<file path="config.mk">
export PLATFORM = sky130hd
export DESIGN_NAME = backup_domain_gpio_port
export DESIGN_NICKNAME = d
export VERILOG_FILES = /design/src/pkg/bkgpio_pkg.sv /design/src/design/level_sync.sv /design/src/design/pin_driver.sv /design/src/design/backup_domain_gpio_port.sv
export SDC_FILE = /design/constraint.sdc
export NUM_CORES = 1
export LEC_CHECK = 0
export ABC_AREA = 1
export BUFFER_PORTS_ARGS = -buffer_cell sky130_fd_sc_hd__clkbuf_2
export CAP_MARGIN = 30
export CORE_MARGIN = 1
export CORE_UTILIZATION = 44
export CTS_CLUSTER_SIZE = 20
export DETAILED_ROUTE_END_ITERATION = 10
export HOLD_SLACK_MARGIN = 0.12
export PLACE_DENSITY = 0.78
export SLEW_MARGIN = 10
export SYNTH_ARGS = -nofsm -noshare
export SYNTH_HDL_FRONTEND = slang
export SYNTH_SLANG_ARGS = --single-unit
</file>
<file path="constraint.sdc">
create_clock -name pclk -period 2.35 [get_ports pclk]
set_input_delay 0.47 -clock pclk [delete_from_list [all_inputs] [get_ports pclk]]
set_output_delay 0.47 -clock pclk [all_outputs]
set_load 0.02 [all_outputs]
</file>
<file path="src/pkg/bkgpio_pkg.sv">
package bkgpio_pkg;

    // ------------------------------------------------------------
    // Register map (byte addresses, one word each)
    // ------------------------------------------------------------
    localparam int          ADDR_W          = 8;
    localparam logic [7:0]  OFS_DIRECTION   = 8'h00;
    localparam logic [7:0]  OFS_INPUT_LEVEL = 8'h04;
    localparam logic [7:0]  OFS_OUTPUT_LVL  = 8'h08;
    localparam logic [7:0]  OFS_POD         = 8'h0C;
    localparam logic [7:0]  OFS_FUNC_SEL    = 8'h10;
    localparam logic [7:0]  OFS_PULL_UP     = 8'h14;

    // ------------------------------------------------------------
    // Field layout and reset values
    // ------------------------------------------------------------
    localparam int          NUM_PINS        = 4;
    localparam int          NUM_POD         = 2;
    localparam int          FUNC_W          = 6;
    localparam int          PIN_OSC_IN      = 3;
    localparam int          PIN_OSC_OUT     = 2;
    localparam int          PIN_WAKE        = 1;
    localparam int          PIN_REGULATOR   = 0;
    localparam int          OSC_SEL_LSB     = 4;
    localparam logic [3:0]  DIR_RESET       = 4'h0;
    localparam logic [3:0]  OUT_RESET       = 4'hF;
    localparam logic [1:0]  POD_RESET       = 2'h3;
    localparam logic [5:0]  FUNC_RESET      = 6'h1C;
    localparam logic [3:0]  PULL_RESET      = 4'h0;

    // Oscillator pin function field codes
    localparam logic [1:0]  OSC_SEL_CRYSTAL = 2'h1;
    localparam logic [1:0]  OSC_SEL_EXTCLK  = 2'h3;

    // ------------------------------------------------------------
    // Timing
    // ------------------------------------------------------------
    localparam int          SYNC_STAGES     = 2;

endpackage : bkgpio_pkg

</file>
<file path="src/design/level_sync.sv">
`timescale 1ns/1ps
`default_nettype none

// ------------------------------------------------------------
// Two-flop synchroniser for asynchronous pin levels
// ------------------------------------------------------------
module level_sync #(
    parameter int WIDTH = 4
) (
    input  wire logic             pclk,
    input  wire logic             presetn,
    input  wire logic [WIDTH-1:0] async_in,
    output logic      [WIDTH-1:0] sync_out
);

    logic [WIDTH-1:0] meta_q;
    logic [WIDTH-1:0] sync_q;

    // First stage feeds only the second stage
    always_ff @(posedge pclk or negedge presetn) begin
        if (!presetn) begin
            meta_q <= '0;
            sync_q <= '0;
        end else begin
            meta_q <= async_in;
            sync_q <= meta_q;
        end
    end

    assign sync_out = sync_q;

endmodule : level_sync

`default_nettype wire

</file>
<file path="src/design/pin_driver.sv">
`timescale 1ns/1ps
`default_nettype none

// ------------------------------------------------------------
// Output stage of one backup-domain pin
// ------------------------------------------------------------
module pin_driver #(
    parameter bit HAS_POD  = 1'b0,
    parameter bit NO_DRIVE = 1'b0
) (
    input  wire logic periph_mode,
    input  wire logic dir,
    input  wire logic out_val,
    input  wire logic periph_out,
    input  wire logic periph_oe,
    input  wire logic pod,
    input  wire logic pull_set,
    output logic      pin_out,
    output logic      pin_oe,
    output logic      pull_en
);

    logic raw_oe;
    logic pod_on;

    // Peripheral owns the pin, else port data under direction bit
    assign pin_out = periph_mode ? periph_out : out_val;        // [RULE8] [RULE12]
    assign raw_oe  = periph_mode ? periph_oe : dir;             // [RULE2] [RULE9] [RULE16]
    assign pod_on  = HAS_POD && pod;

    // A high level under pseudo-open-drain floats the pin instead
    assign pin_oe  = !NO_DRIVE && raw_oe && !(pod_on && pin_out); // [RULE11] [RULE13]

    // Pull-up only on an undriven pin, and never under pseudo-open-drain
    assign pull_en = pull_set && !pin_oe && !pod_on;            // [RULE13]

endmodule : pin_driver

`default_nettype wire

</file>
<file path="src/design/backup_domain_gpio_port.sv">
// Function
// RULE1 - A set direction bit makes its pin an output and a clear one an input, bit 3 osc-in down to bit 0 regulator.
// RULE2 - A pin given to a peripheral function ignores its direction bit.
// RULE3 - Direction bits reset to zero and read back as stored.
// RULE4 - Bits 7 to 4 of direction, input and output registers read zero and software writes zero there.
// RULE5 - Each input bit shows the real pin level whatever the function, direction and output settings.
// RULE6 - Oscillator pins in their special function read zero as input data.
// RULE7 - Writing the input register changes nothing and its reset value is undefined.
// RULE8 - A port output pin is driven low for a zero output bit and high for a one.
// RULE9 - An input or peripheral pin stores its output bit without it reaching the pin.
// RULE10 - Output bits reset to one and read back as stored.
// RULE11 - On input-only variants the oscillator pins are never driven and their output bits do nothing.
// RULE12 - With pseudo-open-drain off a high from port or peripheral drives the pin high.
// RULE13 - With pseudo-open-drain on a high leaves the pin floating and its pull-up off.
// RULE14 - The pseudo-open-drain register has bits 1 and 0 resetting to one, the rest reading zero.
// RULE15 - Oscillator function code 01 gives both oscillator pins to the crystal, and is the reset value.
// RULE16 - A function bit of zero gives its pin to the port and one to the peripheral.
// RULE17 - Pin levels pass two flip-flops before they are read back.
//
// Local design decisions: the APB slave port and the placing of the registers.
`timescale 1ns/1ps
`default_nettype none

module backup_domain_gpio_port
    import bkgpio_pkg::*;
#(
    parameter bit OSC_INPUT_ONLY = 1'b0
) (
    input  wire logic                pclk,
    input  wire logic                presetn,
    input  wire logic                psel,
    input  wire logic                penable,
    input  wire logic                pwrite,
    input  wire logic [31:0]         paddr,
    input  wire logic [31:0]         pwdata,
    input  wire logic [3:0]          pstrb,
    output logic      [31:0]         prdata,
    output logic                     pready,
    output logic                     pslverr,
    input  wire logic [NUM_PINS-1:0] periph_out,
    input  wire logic [NUM_PINS-1:0] periph_oe,
    input  wire logic [NUM_PINS-1:0] pin_in,
    output logic      [NUM_PINS-1:0] pin_out,
    output logic      [NUM_PINS-1:0] pin_oe,
    output logic      [NUM_PINS-1:0] pin_pullup_en
);

    // ------------------------------------------------------------
    // Register state
    // ------------------------------------------------------------
    logic [NUM_PINS-1:0] pin_direction_q;
    logic [NUM_PINS-1:0] pin_output_level_q;
    logic [NUM_POD-1:0]  pin_pseudo_open_drain_q;
    logic [FUNC_W-1:0]   pin_function_select_q;
    logic [NUM_PINS-1:0] pull_up_setting_q;
    logic [31:0]         prdata_q;
    logic                pslverr_q;

    // ------------------------------------------------------------
    // Bus decode
    // ------------------------------------------------------------
    logic                wr_en;
    logic                setup;
    logic [ADDR_W-1:0]   word_addr;
    logic                addr_hit;
    logic [31:0]         rd_mux;

    assign setup     = psel && !penable;
    assign wr_en     = psel && penable && pwrite;
    assign word_addr = paddr[ADDR_W-1:0];

    // Only aligned words inside the map are claimed
    assign addr_hit  = (paddr[31:ADDR_W] == '0) && (paddr[1:0] == 2'h0) &&
                       ((word_addr == OFS_DIRECTION)   ||
                        (word_addr == OFS_INPUT_LEVEL) ||
                        (word_addr == OFS_OUTPUT_LVL)  ||
                        (word_addr == OFS_POD)         ||
                        (word_addr == OFS_FUNC_SEL)    ||
                        (word_addr == OFS_PULL_UP));

    // ------------------------------------------------------------
    // Pin function decode
    // ------------------------------------------------------------
    logic [1:0]          osc_sel;
    logic                osc_crystal;
    logic                osc_extclk;
    logic [NUM_PINS-1:0] periph_mode;
    logic [NUM_PINS-1:0] input_block;

    assign osc_sel     = pin_function_select_q[OSC_SEL_LSB+1:OSC_SEL_LSB];
    assign osc_crystal = (osc_sel == OSC_SEL_CRYSTAL);                     // [RULE15]
    assign osc_extclk  = (osc_sel == OSC_SEL_EXTCLK)
                         && pin_function_select_q[PIN_OSC_IN];

    // Crystal mode takes both oscillator pins whatever their own bits say
    always_comb begin
        periph_mode = pin_function_select_q[NUM_PINS-1:0];                 // [RULE16]
        periph_mode[PIN_OSC_IN]  = periph_mode[PIN_OSC_IN]  || osc_crystal; // [RULE15]
        periph_mode[PIN_OSC_OUT] = periph_mode[PIN_OSC_OUT] || osc_crystal; // [RULE15]
    end

    // Special oscillator use cuts the digital input path
    always_comb begin
        input_block = '0;
        input_block[PIN_OSC_IN]  = osc_crystal || osc_extclk;               // [RULE6]
        input_block[PIN_OSC_OUT] = osc_crystal;                             // [RULE6]
    end

    // ------------------------------------------------------------
    // Input path
    // ------------------------------------------------------------
    logic [NUM_PINS-1:0] pin_sync;
    logic [NUM_PINS-1:0] pin_input_level;

    // Pin levels are asynchronous to pclk
    level_sync #(
        .WIDTH    (NUM_PINS)
    ) u_level_sync (
        .pclk     (pclk),
        .presetn  (presetn),
        .async_in (pin_in),
        .sync_out (pin_sync)
    );                                                                      // [RULE17]

    // Real pin level unless input_block cuts it, so unblocked driven pins read back what they drive
    assign pin_input_level = pin_sync & ~input_block;                       // [RULE5] [RULE6]

    // ------------------------------------------------------------
    // Output stages
    // ------------------------------------------------------------
    generate
        for (genvar i = 0; i < NUM_PINS; i++) begin : g_pin
            localparam bit IS_OSC = (i == PIN_OSC_IN) || (i == PIN_OSC_OUT);
            pin_driver #(
                .HAS_POD     (!IS_OSC),
                .NO_DRIVE    (IS_OSC && OSC_INPUT_ONLY)
            ) u_pin_driver (
                .periph_mode (periph_mode[i]),
                .dir         (pin_direction_q[i]),
                .out_val     (pin_output_level_q[i]),
                .periph_out  (periph_out[i]),
                .periph_oe   (periph_oe[i]),
                .pod         (IS_OSC ? 1'b0 : pin_pseudo_open_drain_q[i % NUM_POD]),
                .pull_set    (pull_up_setting_q[i]),
                .pin_out     (pin_out[i]),
                .pin_oe      (pin_oe[i]),
                .pull_en     (pin_pullup_en[i])
            );
        end
    endgenerate

    // ------------------------------------------------------------
    // Register writes
    // ------------------------------------------------------------

    // Direction bits; only the low byte lane carries fields
    always_ff @(posedge pclk or negedge presetn) begin
        if (!presetn) begin
            pin_direction_q <= DIR_RESET;                                   // [RULE3]
        end else if (wr_en && pstrb[0] && (word_addr == OFS_DIRECTION) && addr_hit) begin
            pin_direction_q <= pwdata[NUM_PINS-1:0];                         // [RULE1]
        end
    end

    // Output data is kept even while the pin ignores it
    always_ff @(posedge pclk or negedge presetn) begin
        if (!presetn) begin
            pin_output_level_q <= OUT_RESET;                                // [RULE10]
        end else if (wr_en && pstrb[0] && (word_addr == OFS_OUTPUT_LVL) && addr_hit) begin
            pin_output_level_q <= pwdata[NUM_PINS-1:0];                      // [RULE9]
        end
    end

    // Pseudo-open-drain holds two bits only
    always_ff @(posedge pclk or negedge presetn) begin
        if (!presetn) begin
            pin_pseudo_open_drain_q <= POD_RESET;                           // [RULE14]
        end else if (wr_en && pstrb[0] && (word_addr == OFS_POD) && addr_hit) begin
            pin_pseudo_open_drain_q <= pwdata[NUM_POD-1:0];                  // [RULE14]
        end
    end

    // Function select and pull-up setting
    always_ff @(posedge pclk or negedge presetn) begin
        if (!presetn) begin
            pin_function_select_q <= FUNC_RESET;                            // [RULE15]
            pull_up_setting_q     <= PULL_RESET;
        end else if (wr_en && pstrb[0] && addr_hit) begin
            if (word_addr == OFS_FUNC_SEL) begin
                pin_function_select_q <= pwdata[FUNC_W-1:0];
            end
            if (word_addr == OFS_PULL_UP) begin
                pull_up_setting_q <= pwdata[NUM_PINS-1:0];
            end
        end
    end

    // The input register has no write path at all                          [RULE7]

    // ------------------------------------------------------------
    // Read path
    // ------------------------------------------------------------

    // Unused upper bits read zero on every register
    always_comb begin
        rd_mux = 32'h0000_0000;
        case (word_addr)
            OFS_DIRECTION:   rd_mux[NUM_PINS-1:0] = pin_direction_q;         // [RULE3] [RULE4]
            OFS_INPUT_LEVEL: rd_mux[NUM_PINS-1:0] = pin_input_level;         // [RULE4] [RULE5]
            OFS_OUTPUT_LVL:  rd_mux[NUM_PINS-1:0] = pin_output_level_q;      // [RULE4] [RULE10]
            OFS_POD:         rd_mux[NUM_POD-1:0]  = pin_pseudo_open_drain_q; // [RULE14]
            OFS_FUNC_SEL:    rd_mux[FUNC_W-1:0]   = pin_function_select_q;
            OFS_PULL_UP:     rd_mux[NUM_PINS-1:0] = pull_up_setting_q;
            default:         rd_mux = 32'h0000_0000;
        endcase
        if (!addr_hit) begin
            rd_mux = 32'h0000_0000;
        end
    end

    // Answer is captured in the setup cycle and stands through access
    always_ff @(posedge pclk or negedge presetn) begin
        if (!presetn) begin
            prdata_q  <= 32'h0000_0000;
            pslverr_q <= 1'b0;
        end else if (setup) begin
            prdata_q  <= pwrite ? 32'h0000_0000 : rd_mux;
            pslverr_q <= !addr_hit;
        end
    end

    // Zero wait states, so the access phase is always one cycle
    assign pready  = 1'b1;
    assign prdata  = prdata_q;
    assign pslverr = pslverr_q;

    logic access_rd;
    assign access_rd = psel && penable && !pwrite;
endmodule : backup_domain_gpio_port

`default_nettype wire

</file>
==> flow_summary.toml, run 1 <==
[yosys]
syn_area_per_cell_um2 = 7.246
synth.mux.area_fraction = 0.02998
synth_compound_area_frac = 0.02332
ys_types = 25
synth_top_family_by_area = "simple AND/OR/NAND/NOR gates"
synth_xor_area_frac = 0
ys_seq_elements = 35
synthCells = 311
yosys.area_share.adder = 0
yosys.area_share.simple = 0.3676
synth_area_um2 = 2253
synth_warnings = 0
ys_seq_area_frac = 0.3937

[global_routing]
grt_first_pass_wirelength_um = 8245
antenna_found_initial = 0
use_met2 = 0.3333
grt_pass1_vias = 1873
grt_max_degree = 36
use_met1 = 0.2640
grt_usage = 0.2026
met3_usage = 0.04115
top_usage_layer = "met2"
grt-ovfl-total = 0

[clock_network]
clock_sink_count = 35
path_clk_slew_ns = 0.07
worstSkewPairLatency_ns = 0.29
cts_root_buf = "clkbuf_8"
cts_tree = "built"
numCtsBuffers = 5
cts_buffer_depth = 2
postCtsSetupBuffers = 0
htreeDepth = 2

[timing]
period_minus_slack_ns = 2.225
setup_viol = 0
finalSetupTns_ns = 0
setup_slack_ns = 0.1254
whs_ns = 0.2844
fin_crit_sh = 0.9466
finalMaxSlewViolations = 0
fmaxAchievable_ghz = 0.4495
skew_ns = 0.006191
final-hold-violation-count = 0
rsz0062_at_grt = "no"

[power_and_ir_drop]
swShare = 0.2590
p_switching_w = 0.0003140
seq_power_share = 0.507
power_density_nw_per_um2 = 460.4
combPwrFrac = 0.121
p_clk_frac = 0.371
p_int_w = 0.0008987
vdd_drop_max_v = 0.0003568
p_leak_nw = 1.500

[routing]
ant_nets = 0
vias_per_cell = 4.634
wire_per_inst_um = 11.57
drc = 0
drtPass1Iterations = 4
wl_um = 5185
via_count = 2076
first_iter_violations = 113

[floorplanning]
core-area_um2 = 4817
die_height_um = 73.57
io_pins = 131
initial_core_util = 0.4678
fp.dieW_um = 73.57
rows = 25
die-area_um2 = 5412

[critical_path]
critPathMaxFanout = 4
slowest_stage = "dfstp_2"
critPathArrivalTime_ns = 1.75
cp_slowest_stage_delay_ns = 0.55
cp_num_buf_inv = 2
cp_common_cell = "nor2_1"
path_class = "reg -> out"
critical_path_required_ns = 1.88
endpoint_kind = "primary output"
cp_top_family = "flip-flops"
cp_cell_sequence = "inv_1 > nor2_1 > or2_2 > mux2_2 > nor2_1 > buf_2"
cp-start-kind = "flip-flop"

[status]
outcome = "finished clean"

[placed_design]
dp_slack_ns = 0.3562
placed_area_um2 = 2505
hpwlAfterDp_um = 4060
portBuffers = 74
dp.cells = 438
place.gp.congestion = 0.8733

[job]
maxCapViolCount = 0

[layout]
final_cells = 448
nets = 465
drive_gt1_frac = 0.2861
seqCellArea_um2 = 887.1
fillCellCount = 503
syn_to_final_growth_pct = 16.88
diodes = 0
multi_input_area_um2 = 1050
fin_area_um2 = 2634

[min_path]
hp-class = "in -> reg"
-- synthesized netlist by cell type --
cell type | number | share of area
o21ai_0 | 6 | 0.013
nor3b_1 | 2 | 0.0067
nand3_1 | 29 | 0.064
nor2_1 | 35 | 0.058
and2_0 | 1 | 0.0028
nor3_1 | 1 | 0.0022
nand4_1 | 4 | 0.011
clkinv_1 | 2 | 0.0033
buf_4 | 40 | 0.13
buf_6 | 1 | 0.0050
or2_0 | 1 | 0.0028
nor2_2 | 2 | 0.0056
nand3_2 | 1 | 0.0044
clkinv_2 | 1 | 0.0022
conb_1 | 2 | 0.0033
inv_1 | 23 | 0.038
dfrtp_1 | 26 | 0.29
nand2_2 | 1 | 0.0028
nand4_2 | 1 | 0.0056
mux2_2 | 6 | 0.030
or2_2 | 1 | 0.0028
dfstp_2 | 9 | 0.10
nand2_1 | 110 | 0.18
nor2_4 | 3 | 0.015
a21boi_0 | 3 | 0.010
-- timing repair --
item                       CTS  global route
resized for setup            0             2
hold buffers                 0             1
hold endpoints to repair     0             9
setup endpoints to repair    0             1
-- worst register-to-register path: cells and delay by family, from the launching register on --
family,cells,cell delay (ns)
AND/OR/NAND/NOR,8,0.56
flip-flops,1,0.55
buffers and inverters,1,0.06
-- layout make-up --
cell class	instances	share of cell area
clock inverters	1	0.001900
repair buffers	78	0.1606
multi-input cells	234	0.3986
inverters	26	0.03753
clock buffers	7	0.03278
well taps	67	0.03183
flip-flops and latches	35	0.3368
-- power groups by stage --
stage               Clock, W  Combinational, W  Sequential [W]
CTS                 0.000459          0.000140        0.000615
global placement           0          0.000137        0.000625
detailed placement         0          0.000140        0.000626
floorplan                  0          0.000100        0.000628
finish              0.000450          0.000147        0.000615
global route        0.000483          0.000166        0.000615
-- metal layers --
metal	vias up	share of wire
li1	1039	-
met1	916	0.41
met2	112	0.48
met3	9	0.094
met4	0	0.018
met5	-	0
-- layout by cell type (no fill, tap or decap), drive strengths merged --
master	instances
and2	1
inv	23
nand4	5
mux2	6
conb	27
clkbuf	80
nor3	1
or2	2
buf	4
dlygate4sd3	1
nor2	40
dfstp	9
nand3	30
a21boi	3
nor3b	2
o21ai	6
dfrtp	26
nand2	111
clkinv	4
-- state kept, by name (all words and copies together), names as in the netlist --
signal / count
pin_direction_q: 4
prdata: 6
pull_up_setting_q: 4
u_level_sync.meta_q: 4
pin_function_select_q: 6
pslverr: 1
u_level_sync.sync_out: 4
pin_pseudo_open_drain_q: 2
pin_output_level_q: 4
-- cells by family (layout without fill, tap and decap cells) --
| logic type | after synthesis | in the layout |
|---|---|---|
| flip-flops | 35 | 35 |
| AO/OA/AOI/OAI | 9 | 9 |
| buffers and inverters | 67 | 112 |
| other | 2 | 27 |
| multiplexers | 6 | 6 |
| AND/OR/NAND/NOR | 192 | 192 |
-- worst paths after layout --
kind,start,endpoint,slack [ns],cells past startpoint
worst max-delay path,pin_function_select_q[4]$_DFFE_PN1P_,pin_pullup_en[2],0.13,6
worst min-delay path,pin_in[0],u_level_sync.meta_q[0]$_DFF_PN0_,0.28,1
worst max register to register,pin_function_select_q[4]$_DFFE_PN1P_,prdata[2]$_DFFE_PN0P_,1.07,9
worst min register to register,u_level_sync.meta_q[0]$_DFF_PN0_,u_level_sync.sync_out[0]$_DFF_PN0_,0.35,0
max in group asynchronous,presetn,pin_function_select_q[3]$_DFFE_PN1P_,1.22,3
min in group asynchronous,presetn,prdata[1]$_DFFE_PN0P_,0.62,2
-- stage by stage --
step                      power [W]    util
final                      0.001213  0.5468
after global routing       0.001264  0.5468
after CTS                  0.001214  0.5390
after detailed placement  0.0007656  0.5200
after global placement    0.0007623  0.5200
after floorplan           0.0007276       -
Power figures use the tool's default switching activity.
==> run 2, diff against run 1 <==
clock period = 2.1 ns   (was 2.35 ns; I/O delays follow)
==> flow_summary.toml, run 2 (same netlist as run 1, synthesis figures left out) <==
[global_routing]
grt_pass1_vias = 1798
grt_max_degree = 36
grt_first_pass_wirelength_um = 7962
grt-ovfl-total = 0
antenna_found_initial = 0
grt_usage = 0.1971

[placed_design]
portBuffers = 74
place.gp.congestion = 0.8631
dp_slack_ns = 0.1488
hpwlAfterDp_um = 3932
dp.cells = 440

[timing]
final-hold-violation-count = 0
skew_ns = 0.005263
fin_crit_sh = 0.9804
whs_ns = 0.1457
fmaxAchievable_ghz = 0.4857
rsz0062_at_grt = "yes"
setup_slack_ns = 0.04111
setup_viol = 0
finalMaxSlewViolations = 0
period_minus_slack_ns = 2.059

[clock_network]
cts_hold_buf = 0
htreeDepth = 2
worstSkewPairLatency_ns = 0.29
numCtsBuffers = 5
cts_root_buf = "clkbuf_8"
path_clk_slew_ns = 0.07
cts_buffer_depth = 2
clock_sink_count = 35
cts_tree = "built"

[routing]
drc = 0
wl_um = 5153
wl_met1_um = 2190
drtPass1Iterations = 4
wl_met2_um = 2492
wl_met3_um = 413
wire_per_inst_um = 11.48
first_iter_violations = 110
ant_nets = 0
via_count = 2038
maxUsedRoutingLayer = "met4"
vias_per_cell = 4.539

[critical_path]
cp_common_cell = "nor2_4"
endpoint_kind = "primary output"
critical_path_required_ns = 1.68
reg2reg_setup_slack_ns = 0.86
cp_slowest_stage_delay_ns = 0.55
critPathMaxFanout = 2
crit_start = "pin_function_select_q[4]$_DFFE_PN1P_"
path_class = "reg -> out"
cp_top_family = "flip-flops"
slowest_stage = "dfstp_2"
cp_cell_sequence = "inv_2 > nor2_4 > or2_4 > mux2_4 > nor2_4 > buf_6"
endpoint = "pin_pullup_en[2]"
critPathArrivalTime_ns = 1.64
timing.rr.end = "prdata[3]$_DFFE_PN0P_"
cp_num_buf_inv = 2
ff2ff_path_depth = 9
worst_r2r_startpoint = "pin_function_select_q[3]$_DFFE_PN1P_"
cp-start-kind = "flip-flop"
cp_num_cells = 6

[job]
maxCapViolCount = 0

[layout]
drive_gt1_frac = 0.3037
syn_to_final_growth_pct = 18.66
diodes = 0
final_cells = 449
nets = 466
final_cell_mix = "110 x nand2_1, 72 x clkbuf_2, 33 x nor2_1, 29 x nand3_1, 27 x conb_1"
fillCellCount = 473
layout_commonest_cell = "nand2_1"

[power_and_ir_drop]
p_leak_nw = 1.505
vdd_drop_max_v = 0.0003735
power_density_nw_per_um2 = 515.8
p_total_w = 0.001379

[min_path]
hp-class = "in -> async"

[floorplanning]
io_pins = 131
core-area_um2 = 4817
initial_core_util = 0.4678
rows = 25
die_height_um = 73.57
fp.dieW_um = 73.57
die-area_um2 = 5412

[status]
outcome = "finished clean"
==> run 2: changes by cell type in the layout (fill, tap and decap cells not counted), sizes merged <==
| cell | before | now |
|---|---|---|
| buf | 4 | 7 |
| clkinv | 4 | 3 |
| dlygate4sd3 | 1 | 0 |
==> run 2: report_power, final <==
part	leakage, nW	switching (W)	internal [W]
clock	0.0515	0.000235	0.000299
sequential	0.433	0.00000276	0.000685
combinational	1.02	0.000106	0.0000513
total	1.51	0.000344	0.00104
==> run 2: area by class of cell <==
cell class,instances,area [um2],area share
Multi-Input combinational cell,234,1086,0.4062
Sequential cell,35,888.4,0.3322
Timing Repair Buffer,79,416.7,0.1558
Clock buffer,8,100.1,0.03744
Inverter,26,98.84,0.03697
Tap cell,67,83.83,0.03135
==> run 2: metrics by stage <==
| stage | setup TNS (ns) | area, um2 | util |
|---|---|---|---|
| 5_1_grt | -0.01861 | 2674 | 0.5551 |
| 6_report | 0 | 2674 | 0.5551 |
| 3_3_place_gp | 0 | 2520 | 0.5231 |
| 4_1_cts | -0.01803 | 2643 | 0.5486 |
| 2_1_floorplan | 0 | 2347 | - |
| 3_5_place_dp | 0 | 2520 | 0.5231 |
==> run 2: what timing repair did <==
action                                  CTS  global route
setup buffers                             1             0
hold endpoints to repair                  0             0
pin swaps                                 3             3
gates resized for setup                   7            10
endpoints found under the setup margin    4             2
==> run 2: how the worst min path moves through the flow <==
stage	start	to	slack (ns)	depth (start not counted)
3_3_place_gp	u_level_sync.meta_q[0]$_DFF_PN0_	u_level_sync.sync_out[0]$_DFF_PN0_	0.33	0
2_1_floorplan	presetn	pin_direction_q[0]$_DFFE_PN0P_	0.12	0
4_1_cts	presetn	prdata[1]$_DFFE_PN0P_	0.16	2
3_5_place_dp	u_level_sync.meta_q[0]$_DFF_PN0_	u_level_sync.sync_out[0]$_DFF_PN0_	0.34	0
6_report	presetn	pull_up_setting_q[3]$_DFFE_PN0P_	0.15	2
5_1_grt	presetn	prdata[1]$_DFFE_PN0P_	0.21	2
==> run 2: worst reg2reg max path: stages (launching register included) <==
cell and delay, ns:
dfstp_2 0.54, inv_1 0.08, nand2_1 0.07, a21boi_0 0.08
nand2_1 0.07, nand2_1 0.05, nor2_1 0.09, nand2_1 0.05
nand2_1 0.06, nand2_1 0.05
==> run 2: per-layer routing <==
layer  vias to the layer above  track usage
met3                         6      0.04801
met2                       101       0.3191
met5                         -            0
li1                       1042            -
met4                         0      0.07479
met1                       889       0.2546
==> run 3, diff against run 2 <==
CORE_UTILIZATION = 42   (was 44)
CTS_BUF_LIST = sky130_fd_sc_hd__clkbuf_4   (was default)
PLACE_DENSITY = 0.75   (was 0.78)
==> flow_summary.toml, run 3 (same netlist as run 1, synthesis figures left out) <==
[status]
outcome = "complete, but fails checks"
violations = "negative setup slack"

[layout]
layout_commonest_cell = "nand2_1"
fillCellCount = 529
diodes = 0
drive_gt1_frac = 0.3256
final_cell_mix = "110 x nand2_1, 69 x clkbuf_2, 31 x nor2_1, 29 x nand3_1, 27 x conb_1"
syn_to_final_growth_pct = 20.88
nets = 474

[placed_design]
portBuffers = 74
place.gp.congestion = 0.8774
dp_slack_ns = 0.1590
hpwlAfterDp_um = 3979

[critical_path]
endpoint_kind = "primary output"
crit_start = "pin_function_select_q[4]$_DFFE_PN1P_"
cp_common_cell = "nor2_4"
cp_num_buf_inv = 2
critPathArrivalTime_ns = 1.70
cp_top_family = "flip-flops"
critPathMaxFanout = 2
slowest_stage = "dfstp_2"
critical_path_required_ns = 1.68
worst_r2r_startpoint = "pin_function_select_q[5]$_DFFE_PN0P_"
cp_slowest_stage_delay_ns = 0.55
cp_cell_sequence = "inv_2 > nor2_4 > or2_4 > mux2_4 > nor2_4 > buf_6"
path_class = "reg -> out"
cp-start-kind = "flip-flop"

[timing]
worst_slew_pin_slew_ns = 0.8581
final-hold-violation-count = 0
fin_crit_sh = 1.012
period_minus_slack_ns = 2.125
skew_ns = 0.01043
finalSetupTns_ns = -0.02482
slew_headroom = 0.4279
setup_viol = 1
fmaxAchievable_ghz = 0.4706
setup_slack_ns = -0.02482
rsz0062_at_grt = "yes"
whs_ns = 0.1717
finalMaxSlewViolations = 0

[power_and_ir_drop]
power_density_nw_per_um2 = 451.0
vdd_drop_max_v = 0.0004223
p_leak_nw = 1.540

[clock_network]
htreeDepth = 2
clock_sink_count = 35
path_clk_slew_ns = 0.10
cts_tree = "built"
worstSkewPairLatency_ns = 0.34
cts_hold_buf = 0
numCtsBuffers = 5
cts_root_buf = "clkbuf_4"
cts_buffer_depth = 2

[routing]
via_count = 2129
drtPass1Iterations = 4
first_iter_violations = 78
wire_per_inst_um = 11.87
wl_um = 5458
ant_nets = 0
drc = 0
vias_per_cell = 4.628

[job]
maxCapViolCount = 0

[global_routing]
grt_pass1_vias = 1906
grt_max_degree = 36
grt-ovfl-total = 0
grt_first_pass_wirelength_um = 8342
grt_usage = 0.1985
antenna_found_initial = 0

[floorplanning]
core-area_um2 = 5140
fp.dieW_um = 75.25
die-area_um2 = 5662
initial_core_util = 0.4384
io_pins = 131
rows = 26
die_height_um = 75.25

[min_path]
hp-class = "in -> async"
run 3: changes by cell type in the layout (fill, tap and decap cells not counted), moves of 2 or more:
| cell | delta |
|---|---|
| clkbuf_8 | -7 |
| buf_6 | +2 |
| nor2_1 | -2 |
| clkbuf_4 | +8 |
| buf_4 | +8 |
| clkbuf_2 | -3 |
run 3: area by class of cell:
type / instances / area, um2 / area share
sequential: 35 / 888.4 / 0.3261
inverter: 26 / 98.84 / 0.03629
multi-input combinational: 234 / 1100 / 0.4038
clock buffer: 8 / 60.06 / 0.02205
tap: 70 / 87.58 / 0.03215
timing repair buffer: 87 / 489.2 / 0.1796
run 3: power breakdown:
part           total [W]  leakage (nW)  switching [W]  internal, W
Sequential      0.000687         0.433     0.00000311     0.000684
Clock           0.000384        0.0368       0.000212     0.000172
Combinational   0.000157          1.07       0.000107    0.0000503
Total            0.00123          1.54       0.000322     0.000907
run 3: through the flow:
step	utilization	instances	area (um2)	power [W]
after detailed placement	0.4895	442	2516	0.0008571
after floorplan	-	336	2347	0.0008142
final	0.5299	460	2724	0.001228
after global placement	0.4895	442	2516	0.0008540
after global routing	0.5299	460	2724	0.001288
after CTS	0.5192	460	2669	0.001235
run 3: timing repair:
| action | 4_1_cts | 5_1_grt |
|---|---|---|
| pin swaps | 3 | 6 |
| setup buffers | 10 | 0 |
| gates resized for setup | 8 | 20 |
| setup endpoints to repair | 6 | 5 |
| gates cloned | 0 | 0 |
run 3: worst paths after layout:
kind | depth (start not counted) | slack [ns] | end
worst max-delay path | 6 | -0.02 | pin_pullup_en[2]
worst max register to register | 17 | 0.03 | prdata[2]$_DFFE_PN0P_
min in group pclk | 1 | 0.19 | u_level_sync.meta_q[0]$_DFF_PN0_
worst min register to register | 0 | 0.36 | u_level_sync.sync_out[2]$_DFF_PN0_
max in group asynchronous | 1 | 1.35 | pin_function_select_q[5]$_DFFE_PN0P_
worst min-delay path | 1 | 0.17 | prdata[5]$_DFFE_PN0P_
run 3: per-layer routing:
| metal | routed length (um) | vias up | global-route usage |
|---|---|---|---|
| met5 | 0 | - | 0 |
| met4 | 116 | 0 | 0.07613 |
| met3 | 469 | 17 | 0.04284 |
| met2 | 2597 | 114 | 0.3383 |
| met1 | 2274 | 941 | 0.2474 |
| li1 | - | 1057 | - |
